### src/rtl/urm_pkg.sv
// urm_pkg: offsets, field positions, reset values and states of one serial channel
// assumes a byte-wide host port with a 3-bit offset and a single clock
// Summary of operation
// RULE1: offset 0 reads receive, writes transmit
// RULE2: access bit maps offsets 0,1 to divisor
// RULE3: offset 2 reads identity, writes fifo control
// RULE4: offsets 3..7 select remaining registers
// RULE5: four interrupt enables, upper bits zero
// RULE6: identity bit0 low when pending, id bits 1-3
// RULE7: identity bits 4,5 zero, 6,7 fifo on
// RULE8: fifo control enable, clears, dma, trigger
// RULE9: line control word, stop, parity fields
// RULE10: bit6 forces break, bit7 divisor access
// RULE11: handshake control drives ready, send, out1
// RULE12: line state ready, overrun, parity flags
// RULE13: handshake state cts, dsr change, ring
// RULE14: scratch is plain eight-bit store
// RULE15: handshake control out2, loopback, upper zero
// RULE16: line state framing, break, empties, fifo error
// RULE17: handshake state carrier change and levels
// RULE18: interrupt output follows enabled active sources
package urm_pkg;
  localparam logic [2:0] OFF_DATA = 3'h0;
  localparam logic [2:0] OFF_INT_ENABLE = 3'h1;
  localparam logic [2:0] OFF_IDENT = 3'h2;
  localparam logic [2:0] OFF_LINE_CTL = 3'h3;
  localparam logic [2:0] OFF_HS_CTL = 3'h4;
  localparam logic [2:0] OFF_LINE_ST = 3'h5;
  localparam logic [2:0] OFF_HS_ST = 3'h6;
  localparam logic [2:0] OFF_SCRATCH = 3'h7;
  localparam int IE_RX = 0;
  localparam int IE_TX = 1;
  localparam int IE_LS = 2;
  localparam int IE_HS = 3;
  localparam int LC_STOP = 2;
  localparam int LC_PAR = 3;
  localparam int LC_EVEN = 4;
  localparam int LC_STICK = 5;
  localparam int LC_BREAK = 6;
  localparam int LC_DIV_ACCESS = 7;
  localparam int FC_ENABLE = 0;
  localparam int FC_RX_CLR = 1;
  localparam int FC_TX_CLR = 2;
  localparam int FC_DMA = 3;
  localparam int FC_TRIG_LO = 6;
  localparam int HC_LOOP = 4;
  localparam logic [2:0] ID_LINE = 3'h3;
  localparam logic [2:0] ID_RX = 3'h2;
  localparam logic [2:0] ID_TX = 3'h1;
  localparam logic [2:0] ID_HS = 3'h0;
  localparam logic [7:0] BYTE_RST = 8'h00;
  localparam logic [15:0] DIVISOR_RST = 16'h0001;
  localparam logic [3:0] TICK_LAST = 4'hf;
  localparam logic [3:0] TICK_MID = 4'h7;
  localparam logic [2:0] WORD_BASE = 3'h4;
  typedef enum logic [4:0] {
    URM_TX_IDLE = 5'h01, URM_TX_START = 5'h02, URM_TX_DATA = 5'h04,
    URM_TX_PAR = 5'h08, URM_TX_STOP = 5'h10
  } urm_tx_state_t;
  typedef enum logic [4:0] {
    URM_RX_IDLE = 5'h01, URM_RX_START = 5'h02, URM_RX_DATA = 5'h04,
    URM_RX_PAR = 5'h08, URM_RX_STOP = 5'h10
  } urm_rx_state_t;
endpackage : urm_pkg

### src/rtl/urm_top.sv
// urm_top: register file, transmitter and receiver of one serial channel
// assumes host strobes are one-cycle pulses on clk; serial and modem pins are asynchronous
`timescale 1ns/100ps
module urm_top (
  input wire logic clk,
  input wire logic rst_b,
  input wire logic [2:0] reg_offset,
  input wire logic reg_rd,
  input wire logic reg_wr,
  input wire logic [7:0] reg_wdata,
  output logic [7:0] reg_rdata,
  input wire logic rx_pin,
  output logic tx_pin,
  input wire logic cts_b,
  input wire logic dsr_b,
  input wire logic ring_b,
  input wire logic carrier_b,
  output logic dtr_b,
  output logic rts_b,
  output logic out1_b,
  output logic out2_b,
  output logic irq
);
  import urm_pkg::*;

  logic [4:0] pin_meta, pin_sync;
  logic [3:0] int_enable, next_int_enable;
  logic [7:0] line_control, next_line_control;
  logic [4:0] handshake_control, next_handshake_control;
  logic [7:0] scratch, next_scratch;
  logic [15:0] divisor, next_divisor;
  logic fifo_on, next_fifo_on, dma_mode, next_dma_mode;
  logic [1:0] rx_trigger, next_rx_trigger;
  logic [7:0] transmit_holding, next_transmit_holding;
  logic tx_full, next_tx_full, tx_irq_pend, next_tx_irq_pend;
  logic [7:0] receive_buffer, next_receive_buffer;
  logic rx_ready_flag, next_rx_ready_flag, overrun_flag, next_overrun_flag;
  logic parity_err_flag, next_parity_err_flag, framing_err_flag, next_framing_err_flag;
  logic break_flag, next_break_flag;
  logic [3:0] hs_delta, next_hs_delta, hs_prev, next_hs_prev, hs_level;
  logic [7:0] next_reg_rdata, rd_value;
  logic next_irq, next_dtr_b, next_rts_b, next_out1_b, next_out2_b;
  logic div_access, loop_on, ls_src, rx_src, tx_src, hs_src, pending;
  logic [2:0] ident_id, data_last;
  logic [7:0] word_mask;
  // transmitter and receiver state
  urm_tx_state_t tx_state, next_tx_state;
  urm_rx_state_t rx_state, next_rx_state;
  logic [15:0] baud_cnt, next_baud_cnt;
  logic baud_tick, tx_take, tx_idle, tx_serial, rx_line;
  logic [7:0] tx_shift, next_tx_shift, rx_shift, next_rx_shift;
  logic [2:0] tx_bit, next_tx_bit, rx_bit, next_rx_bit;
  logic [3:0] tx_ticks, next_tx_ticks, rx_ticks, next_rx_ticks;
  logic tx_line, next_tx_line, tx_par, next_tx_par, tx_stop2, next_tx_stop2;
  logic next_tx_pin, rx_zero, next_rx_zero;
  logic rx_done, next_rx_done, rx_perr, next_rx_perr, rx_ferr, next_rx_ferr;
  logic rx_brk, next_rx_brk;
  logic [7:0] rx_word, next_rx_word;

  // parity bit for the current word length; stick forces the inverse of the even select
  function automatic logic par_bit(input logic [7:0] d, input logic [7:0] m,
                                   input logic [7:0] lc);
    if (lc[LC_STICK]) begin
      par_bit = ~lc[LC_EVEN];
    end else begin
      par_bit = lc[LC_EVEN] ? ^(d & m) : ~^(d & m);
    end
  endfunction : par_bit

  // pins: {carrier, ring, dsr, cts, rx}; the meta stage is read only by the sync stage
  always_ff @(posedge clk) begin
    if (!rst_b) begin
      pin_meta <= 5'h1f;
      pin_sync <= 5'h1f;
    end else begin
      pin_meta <= {carrier_b, ring_b, dsr_b, cts_b, rx_pin};
      pin_sync <= pin_meta;
    end
  end

  assign div_access = line_control[LC_DIV_ACCESS]; // RULE10
  assign loop_on = handshake_control[HC_LOOP]; // RULE15
  assign data_last = WORD_BASE + {1'b0, line_control[1:0]}; // RULE9
  assign word_mask = 8'hff >> (3'h7 - data_last);
  // loopback feeds modem outputs back as {carrier, ring, dsr, cts}
  assign hs_level = loop_on ? {handshake_control[3], handshake_control[2],
                               handshake_control[0], handshake_control[1]}
                            : ~pin_sync[4:1];
  assign tx_serial = line_control[LC_BREAK] ? 1'b0 : tx_line; // RULE10
  assign rx_line = loop_on ? tx_serial : pin_sync[0];
  assign ls_src = int_enable[IE_LS] & (overrun_flag | parity_err_flag | framing_err_flag |
                                       break_flag);
  assign rx_src = int_enable[IE_RX] & rx_ready_flag;
  assign tx_src = int_enable[IE_TX] & tx_irq_pend;
  assign hs_src = int_enable[IE_HS] & (|hs_delta);
  assign pending = ls_src | rx_src | tx_src | hs_src; // RULE18
  assign ident_id = ls_src ? ID_LINE : rx_src ? ID_RX : tx_src ? ID_TX : ID_HS; // RULE6
  assign tx_idle = (tx_state == URM_TX_IDLE);
  assign tx_take = tx_idle & tx_full;

  always_comb begin
    case (reg_offset)
      OFF_DATA: rd_value = div_access ? divisor[7:0] : receive_buffer; // RULE1 RULE2
      OFF_INT_ENABLE: rd_value = div_access ? divisor[15:8] : {4'h0, int_enable}; // RULE2 RULE5
      OFF_IDENT: rd_value = {fifo_on, fifo_on, 2'b00, ident_id, ~pending}; // RULE3 RULE7
      OFF_LINE_CTL: rd_value = line_control; // RULE4
      OFF_HS_CTL: rd_value = {3'h0, handshake_control}; // RULE15
      OFF_LINE_ST: rd_value = {fifo_on & (parity_err_flag | framing_err_flag | break_flag),
                               ~tx_full & tx_idle, ~tx_full, break_flag, framing_err_flag,
                               parity_err_flag, overrun_flag, rx_ready_flag}; // RULE12 RULE16
      OFF_HS_ST: rd_value = {hs_level, hs_delta}; // RULE13 RULE17
      default: rd_value = scratch; // RULE14
    endcase
  end

  // host registers and flags; receive and modem sets are applied after the host clear, but a host write overrides the tx_take update
  always_comb begin
    next_int_enable = int_enable;
    next_line_control = line_control;
    next_handshake_control = handshake_control;
    next_scratch = scratch;
    next_divisor = divisor;
    next_fifo_on = fifo_on;
    next_dma_mode = dma_mode;
    next_rx_trigger = rx_trigger;
    next_transmit_holding = transmit_holding;
    next_tx_full = tx_full;
    next_tx_irq_pend = tx_irq_pend;
    next_receive_buffer = receive_buffer;
    next_rx_ready_flag = rx_ready_flag;
    next_overrun_flag = overrun_flag;
    next_parity_err_flag = parity_err_flag;
    next_framing_err_flag = framing_err_flag;
    next_break_flag = break_flag;
    next_hs_delta = hs_delta;
    next_hs_prev = hs_level;
    next_reg_rdata = reg_rd ? rd_value : reg_rdata;
    if (reg_rd) begin
      case (reg_offset)
        OFF_DATA: if (!div_access) next_rx_ready_flag = 1'b0; // RULE12
        OFF_IDENT: if (tx_src && ident_id == ID_TX) next_tx_irq_pend = 1'b0;
        OFF_LINE_ST: begin
          next_overrun_flag = 1'b0;
          next_parity_err_flag = 1'b0;
          next_framing_err_flag = 1'b0;
          next_break_flag = 1'b0;
        end
        OFF_HS_ST: next_hs_delta = 4'h0;
        default: ;
      endcase
    end
    if (tx_take) begin
      next_tx_full = 1'b0;
      next_tx_irq_pend = 1'b1;
    end
    if (reg_wr) begin
      case (reg_offset)
        OFF_DATA: begin
          if (div_access) begin
            next_divisor[7:0] = reg_wdata; // RULE2
          end else begin
            next_transmit_holding = reg_wdata; // RULE1
            next_tx_full = 1'b1;
            next_tx_irq_pend = 1'b0;
          end
        end
        OFF_INT_ENABLE: begin
          if (div_access) begin
            next_divisor[15:8] = reg_wdata; // RULE2
          end else begin
            next_int_enable = reg_wdata[3:0]; // RULE5
            if (reg_wdata[IE_TX] && !int_enable[IE_TX] && !tx_full) next_tx_irq_pend = 1'b1;
          end
        end
        OFF_IDENT: begin
          next_fifo_on = reg_wdata[FC_ENABLE]; // RULE3 RULE8
          next_dma_mode = reg_wdata[FC_DMA]; // RULE8
          next_rx_trigger = reg_wdata[FC_TRIG_LO +: 2]; // RULE8
          if (reg_wdata[FC_RX_CLR]) next_rx_ready_flag = 1'b0; // RULE8
          if (reg_wdata[FC_TX_CLR]) begin
            next_tx_full = 1'b0; // RULE8
            next_tx_irq_pend = 1'b1;
          end
        end
        OFF_LINE_CTL: next_line_control = reg_wdata; // RULE4 RULE9 RULE10
        OFF_HS_CTL: next_handshake_control = reg_wdata[4:0]; // RULE4 RULE11 RULE15
        OFF_SCRATCH: next_scratch = reg_wdata; // RULE14
        default: ;
      endcase
    end
    if (rx_done) begin
      next_receive_buffer = rx_word;
      next_overrun_flag = next_overrun_flag | rx_ready_flag; // RULE12
      next_rx_ready_flag = 1'b1; // RULE12
      next_parity_err_flag = next_parity_err_flag | rx_perr; // RULE12
      next_framing_err_flag = next_framing_err_flag | rx_ferr; // RULE16
      next_break_flag = next_break_flag | rx_brk; // RULE16
    end
    next_hs_delta = next_hs_delta | {hs_level[3] ^ hs_prev[3], hs_prev[2] & ~hs_level[2],
                                     hs_level[1:0] ^ hs_prev[1:0]}; // RULE13 RULE17
    // loopback parks the modem pins inactive so the far end sees nothing
    next_dtr_b = ~(handshake_control[0] & ~loop_on); // RULE11
    next_rts_b = ~(handshake_control[1] & ~loop_on); // RULE11
    next_out1_b = ~(handshake_control[2] & ~loop_on); // RULE11
    next_out2_b = ~(handshake_control[3] & ~loop_on); // RULE15
    next_irq = pending; // RULE18
  end

  always_ff @(posedge clk) begin
    if (!rst_b) begin
      int_enable <= 4'h0;
      line_control <= BYTE_RST;
      handshake_control <= 5'h00;
      scratch <= BYTE_RST;
      divisor <= DIVISOR_RST;
      fifo_on <= 1'b0;
      dma_mode <= 1'b0;
      rx_trigger <= 2'b00;
      transmit_holding <= BYTE_RST;
      tx_full <= 1'b0;
      tx_irq_pend <= 1'b0;
      receive_buffer <= BYTE_RST;
      rx_ready_flag <= 1'b0;
      overrun_flag <= 1'b0;
      parity_err_flag <= 1'b0;
      framing_err_flag <= 1'b0;
      break_flag <= 1'b0;
      hs_delta <= 4'h0;
      hs_prev <= 4'h0;
      reg_rdata <= BYTE_RST;
      irq <= 1'b0;
      dtr_b <= 1'b1;
      rts_b <= 1'b1;
      out1_b <= 1'b1;
      out2_b <= 1'b1;
    end else begin
      int_enable <= next_int_enable;
      line_control <= next_line_control;
      handshake_control <= next_handshake_control;
      scratch <= next_scratch;
      divisor <= next_divisor;
      fifo_on <= next_fifo_on;
      dma_mode <= next_dma_mode;
      rx_trigger <= next_rx_trigger;
      transmit_holding <= next_transmit_holding;
      tx_full <= next_tx_full;
      tx_irq_pend <= next_tx_irq_pend;
      receive_buffer <= next_receive_buffer;
      rx_ready_flag <= next_rx_ready_flag;
      overrun_flag <= next_overrun_flag;
      parity_err_flag <= next_parity_err_flag;
      framing_err_flag <= next_framing_err_flag;
      break_flag <= next_break_flag;
      hs_delta <= next_hs_delta;
      hs_prev <= next_hs_prev;
      reg_rdata <= next_reg_rdata;
      irq <= next_irq;
      dtr_b <= next_dtr_b;
      rts_b <= next_rts_b;
      out1_b <= next_out1_b;
      out2_b <= next_out2_b;
    end
  end

  // baud tick at 16x bit rate; divisor 0 behaves as 1
  assign baud_tick = (baud_cnt <= 16'h0001);

  always_comb begin
    next_baud_cnt = baud_tick ? divisor : baud_cnt - 16'h0001;
    next_tx_state = tx_state;
    next_tx_shift = tx_shift;
    next_tx_bit = tx_bit;
    next_tx_ticks = tx_ticks;
    next_tx_line = tx_line;
    next_tx_par = tx_par;
    next_tx_stop2 = tx_stop2;
    next_tx_pin = loop_on ? 1'b1 : tx_serial; // RULE10 RULE15
    case (tx_state)
      URM_TX_IDLE: begin
        if (tx_full) begin
          next_tx_shift = transmit_holding;
          next_tx_par = par_bit(transmit_holding, word_mask, line_control); // RULE9
          next_tx_ticks = 4'h0;
          next_tx_line = 1'b0;
          next_tx_state = URM_TX_START;
        end
      end
      default: begin
        if (baud_tick) begin
          next_tx_ticks = tx_ticks + 4'h1;
          if (tx_ticks == TICK_LAST) begin
            case (tx_state)
              URM_TX_START: begin
                next_tx_line = tx_shift[0];
                next_tx_bit = 3'h0;
                next_tx_state = URM_TX_DATA;
              end
              URM_TX_DATA: begin
                if (tx_bit == data_last) begin
                  next_tx_line = line_control[LC_PAR] ? tx_par : 1'b1; // RULE9
                  next_tx_stop2 = line_control[LC_STOP]; // RULE9
                  next_tx_state = line_control[LC_PAR] ? URM_TX_PAR : URM_TX_STOP;
                end else begin
                  next_tx_shift = {1'b0, tx_shift[7:1]};
                  next_tx_line = tx_shift[1];
                  next_tx_bit = tx_bit + 3'h1;
                end
              end
              URM_TX_PAR: begin
                next_tx_line = 1'b1;
                next_tx_state = URM_TX_STOP;
              end
              URM_TX_STOP: begin
                if (tx_stop2) next_tx_stop2 = 1'b0;
                else next_tx_state = URM_TX_IDLE;
              end
              default: next_tx_state = URM_TX_IDLE;
            endcase
          end
        end
      end
    endcase
  end

  always_ff @(posedge clk) begin
    if (!rst_b) begin
      baud_cnt <= DIVISOR_RST;
      tx_state <= URM_TX_IDLE;
      tx_shift <= BYTE_RST;
      tx_bit <= 3'h0;
      tx_ticks <= 4'h0;
      tx_line <= 1'b1;
      tx_par <= 1'b0;
      tx_stop2 <= 1'b0;
      tx_pin <= 1'b1;
    end else begin
      baud_cnt <= next_baud_cnt;
      tx_state <= next_tx_state;
      tx_shift <= next_tx_shift;
      tx_bit <= next_tx_bit;
      tx_ticks <= next_tx_ticks;
      tx_line <= next_tx_line;
      tx_par <= next_tx_par;
      tx_stop2 <= next_tx_stop2;
      tx_pin <= next_tx_pin;
    end
  end

  // receiver samples each bit at its middle, sixteen ticks apart
  always_comb begin
    next_rx_state = rx_state;
    next_rx_shift = rx_shift;
    next_rx_bit = rx_bit;
    next_rx_ticks = rx_ticks;
    next_rx_zero = rx_zero;
    next_rx_word = rx_word;
    next_rx_perr = rx_perr;
    next_rx_ferr = rx_ferr;
    next_rx_brk = rx_brk;
    next_rx_done = 1'b0;
    if (baud_tick) begin
      next_rx_ticks = rx_ticks + 4'h1;
      case (rx_state)
        URM_RX_IDLE: begin
          next_rx_ticks = 4'h0;
          if (!rx_line) next_rx_state = URM_RX_START;
        end
        URM_RX_START: begin
          if (rx_ticks == TICK_MID) begin
            next_rx_ticks = 4'h0;
            next_rx_bit = 3'h0;
            next_rx_zero = 1'b1;
            next_rx_perr = 1'b0;
            next_rx_state = rx_line ? URM_RX_IDLE : URM_RX_DATA;
          end
        end
        URM_RX_DATA: begin
          if (rx_ticks == TICK_LAST) begin
            next_rx_shift = {rx_line, rx_shift[7:1]};
            next_rx_zero = rx_zero & ~rx_line;
            next_rx_bit = rx_bit + 3'h1;
            if (rx_bit == data_last) begin
              next_rx_word = next_rx_shift >> (3'h7 - data_last);
              next_rx_state = line_control[LC_PAR] ? URM_RX_PAR : URM_RX_STOP;
            end
          end
        end
        URM_RX_PAR: begin
          if (rx_ticks == TICK_LAST) begin
            next_rx_perr = rx_line ^ par_bit(rx_word, word_mask, line_control); // RULE12
            next_rx_zero = rx_zero & ~rx_line;
            next_rx_state = URM_RX_STOP;
          end
        end
        URM_RX_STOP: begin
          if (rx_ticks == TICK_LAST) begin
            next_rx_ferr = ~rx_line; // RULE16
            next_rx_brk = rx_zero & ~rx_line; // RULE16
            next_rx_done = 1'b1;
            next_rx_state = URM_RX_IDLE;
          end
        end
        default: next_rx_state = URM_RX_IDLE;
      endcase
    end
  end

  always_ff @(posedge clk) begin
    if (!rst_b) begin
      rx_state <= URM_RX_IDLE;
      rx_shift <= BYTE_RST;
      rx_bit <= 3'h0;
      rx_ticks <= 4'h0;
      rx_zero <= 1'b0;
      rx_word <= BYTE_RST;
      rx_perr <= 1'b0;
      rx_ferr <= 1'b0;
      rx_brk <= 1'b0;
      rx_done <= 1'b0;
    end else begin
      rx_state <= next_rx_state;
      rx_shift <= next_rx_shift;
      rx_bit <= next_rx_bit;
      rx_ticks <= next_rx_ticks;
      rx_zero <= next_rx_zero;
      rx_word <= next_rx_word;
      rx_perr <= next_rx_perr;
      rx_ferr <= next_rx_ferr;
      rx_brk <= next_rx_brk;
      rx_done <= next_rx_done;
    end
  end
endmodule : urm_top

### config.mk
export PLATFORM = sky130hd
export DESIGN_NAME = urm_top
export DESIGN_NICKNAME = d
export VERILOG_FILES = /design/src/rtl/urm_pkg.sv /design/src/rtl/urm_top.sv
export SDC_FILE = /design/constraint.sdc
export NUM_CORES = 1
export LEC_CHECK = 0
export BUFFER_PORTS_ARGS = -buffer_cell sky130_fd_sc_hd__buf_4
export CORE_UTILIZATION = 62
export DETAILED_ROUTE_END_ITERATION = 8
export GPL_ROUTABILITY_DRIVEN = 0
export PLACE_DENSITY = 0.91
export SLEW_MARGIN = 15
export SYNTH_ARGS = -nofsm -noshare
export SYNTH_HDL_FRONTEND = slang
export SYNTH_SLANG_ARGS = --single-unit
export TNS_END_PERCENT = 10
### constraint.sdc
create_clock -name clk -period 2.6 [get_ports clk]
set_clock_uncertainty 0.2 [all_clocks]
set_input_delay 0.52 -clock clk [delete_from_list [all_inputs] [get_ports clk]]
set_output_delay 0.52 -clock clk [all_outputs]
set_load 0.05 [all_outputs]
==> results.json <==
{
  "grt_pass1_wl_mm": 32.3,
  "final_cells": 1149,
  "status": "complete, no violations",
  "internal-power_mw": 4.77,
  "tritoncts.num_buffers": 17,
  "syn-cell-area_um2": 8060,
  "pwr-share-comb_pct": 23.1,
  "synthCells": 940,
  "crit_required_ns": 2.72,
  "start_util_pct": 63.6,
  "most-common-layout-cells": "dfxtp_1 (168), nor2_1 (117), nand2_1 (114)",
  "num_io_pins": 34,
  "cp_cell_sequence": "inv_1 -> ha_1 -> nor2_1 -> nand4bb_4 -> or2_4 -> a2111oi_4 -> o211ai_1 -> o211a_1",
  "min_period_ns": 2.46,
  "path_clk_slew_ns": 0.06,
  "critical_path_buf_inv_count": 1,
  "drc": 0,
  "routed-via-count": 7163,
  "placed_cells": 1118,
  "dpl_cell_area_um2": 8530,
  "coreArea_um2": 12700,
  "io_buffers": 33,
  "avgSynthCellArea_um2": 8.58,
  "timing.final.hold_violations": 0,
  "ant_nets": 0,
  "rows": 41,
  "synth_ff_type": "dfxtp_1",
  "dieHeight_um": 116,
  "slew_viol_final": 0,
  "crit_family": "compound AO/OA/AOI/OAI gates",
  "insertion_delay_ns": 0.43,
  "cts_num_sinks": 168,
  "fmax_ghz": 0.407,
  "clockRootBuffer": "clkbuf_16",
  "hold_path_depth": 2,
  "die_area_um2": 13500,
  "p_switching_mw": 2.10,
  "postSynth.asyncResetShare_pct": 0,
  "worst_path_max_delay_cell": "a2111oi_4",
  "first_global_vias": 6439,
  "fin_nets": 992,
  "netSwitchingFraction_pct": 30.5,
  "synth-edff-count": 0,
  "synth_nets": 966,
  "cap_violations": 0,
  "peakVddDrop_mv": 0.584,
  "synth-seq-area-share_pct": 41.7,
  "max_slew.worst_pin.slew_ns": 0.638,
  "worst-path-stages": 8,
  "pwr-share-seq_pct": 42.5,
  "min_path_type": "in -> reg",
  "grt_max_degree": 40,
  "drive_gt1_share_pct": 12.7,
  "slew_headroom_pct": 57.4,
  "drtIter0Drc": 944,
  "dr.pass1.iters": 5,
  "antenna_found_initial": 0,
  "die_x_um": 116,
  "worstSetupPathType": "reg -> reg",
  "diodes": 0,
  "cts_buffer_depth": 2,
  "total_power_mw": 6.87,
  "post-route-period-util_pct": 94.5,
  "final_util_pct": 71.9,
  "viasPerCell": 6.23,
  "worstPathArrival_ns": 2.58,
  "setup.worst_path.end_class": "flop",
  "tritoncts": "done",
  "power.share.clock_pct": 34.4,
  "ys_types": 68,
  "grt_usage_pct": 31.3,
  "wl_per_cell_um": 17.6,
  "setup_viol": 0,
  "ys_seq_elements": 168,
  "postCtsHoldBufs": 0,
  "power_density_nw_per_um2": 753,
  "reg2reg_depth": 8,
  "tns_ns": 0,
  "syn_to_final_growth_pct": 13.0,
  "ys_warn_count": 0,
  "layout_commonest_cell": "dfxtp_1",
  "hpwl_mm": 14.0,
  "fin_area_um2": 9110,
  "crit_path_max_incr_delay_ns": 0.45,
  "gr-total-overflow": 0,
  "start_kind": "flop",
  "htree_levels": 4,
  "path_max_fanout": 10,
  "wirelength_mm": 20.3,
  "p_leak_nw": 3.42
}
## layer usage
layer | vias up | share of wire [%] | global-route usage (%)
met3 | 81 | 9.2 | 8.26
met4 | 0 | 3.6 | 14.5
met2 | 332 | 45 | 47.9
met1 | 3356 | 42 | 41.4
met5 | - | 0 | 0
li1 | 3394 | - | -
## flip-flops by register name (all words and copies together), names as in the netlist, 3 cells and up
name / flops
rx_bit: 3
tx_bit: 3
scratch: 8
pin_meta: 5
tx_state: 5
baud_cnt: 16
rx_shift: 7
hs_delta: 4
tx_ticks: 4
tx_shift: 8
line_control: 8
pin_sync: 5
rx_state: 5
int_enable: 4
receive_buffer: 8
transmit_holding: 8
divisor: 16
reg_rdata: 8
handshake_control: 5
hs_prev: 4
rx_ticks: 4
rx_word: 8
## power groups by stage
| stage | clock network (mW) | registers [mW] | logic, mW |
|---|---|---|---|
| final | 2.36 | 2.92 | 1.58 |
| after global routing | 2.49 | 2.93 | 1.73 |
| after CTS | 2.38 | 2.90 | 1.50 |
| after detailed placement | 0 | 2.95 | 1.49 |
| after global placement | 0 | 2.94 | 1.45 |
| after floorplan | 0 | 2.94 | 1.09 |
## path summary, 6_finish.rpt
kind	slack, ns	endpoint	start
worst max register to register	0.14	rx_state[4]$_SDFFE_PN0P_	baud_cnt[0]$_SDFF_PN1_
worst min register to register	0.21	pin_sync[4]$_SDFF_PN1_	pin_meta[4]$_SDFF_PN1_
worst max-delay path	0.14	rx_state[4]$_SDFFE_PN0P_	baud_cnt[0]$_SDFF_PN1_
worst min-delay path	0.07	pin_meta[2]$_SDFF_PN1_	dsr_b
## metrics by stage
stage          setup slack [ns]  hold WS, ns
6_report                  0.142       0.0701
5_1_grt                -0.00364       0.0673
4_1_cts                  0.0101       0.0646
3_5_place_dp             0.0461        0.194
3_3_place_gp              0.103        0.191
2_1_floorplan             0.294        0.176
## kinds of logic after synthesis
kind of cell	share of synthesized area (%)
adder cells (fa/ha/maj)	0.931
flip-flops	41.7
AO/OA/AOI/OAI	16.9
multiplexers	10.5
AND/OR/NAND/NOR	22.6
XOR/XNOR	3.58
buffers and inverters	3.74
## cells in the mapped netlist, drive strengths merged, types with 14 or more instances
library cell / count / area [um^2]
nor3: 14 / 70.1
buf: 18 / 98.8
nand2b: 30 / 188
mux2i: 63 / 631
nor2: 118 / 445
clkbuf: 42 / 158
dfxtp: 168 / 3360
a21oi: 79 / 407
nand2: 114 / 428
xnor2: 25 / 219
nand3: 20 / 100
o21ai: 33 / 165
a211oi: 24 / 180
## layout make-up
cell class,count,area (um^2)
repair buffers,67,503
fillers,910,3560
inverters,12,47.5
well taps,172,215
clock buffers,23,478
clock inverters,7,71.3
multi-input cells,700,4430
flip-flops and latches,168,3360
## what timing repair did
item | in CTS | in global routing
endpoints found under the setup margin | 0 | 38
buffers inserted | 0 | 1
gates resized for setup | 0 | 6
(Power assumes the default switching activity.)
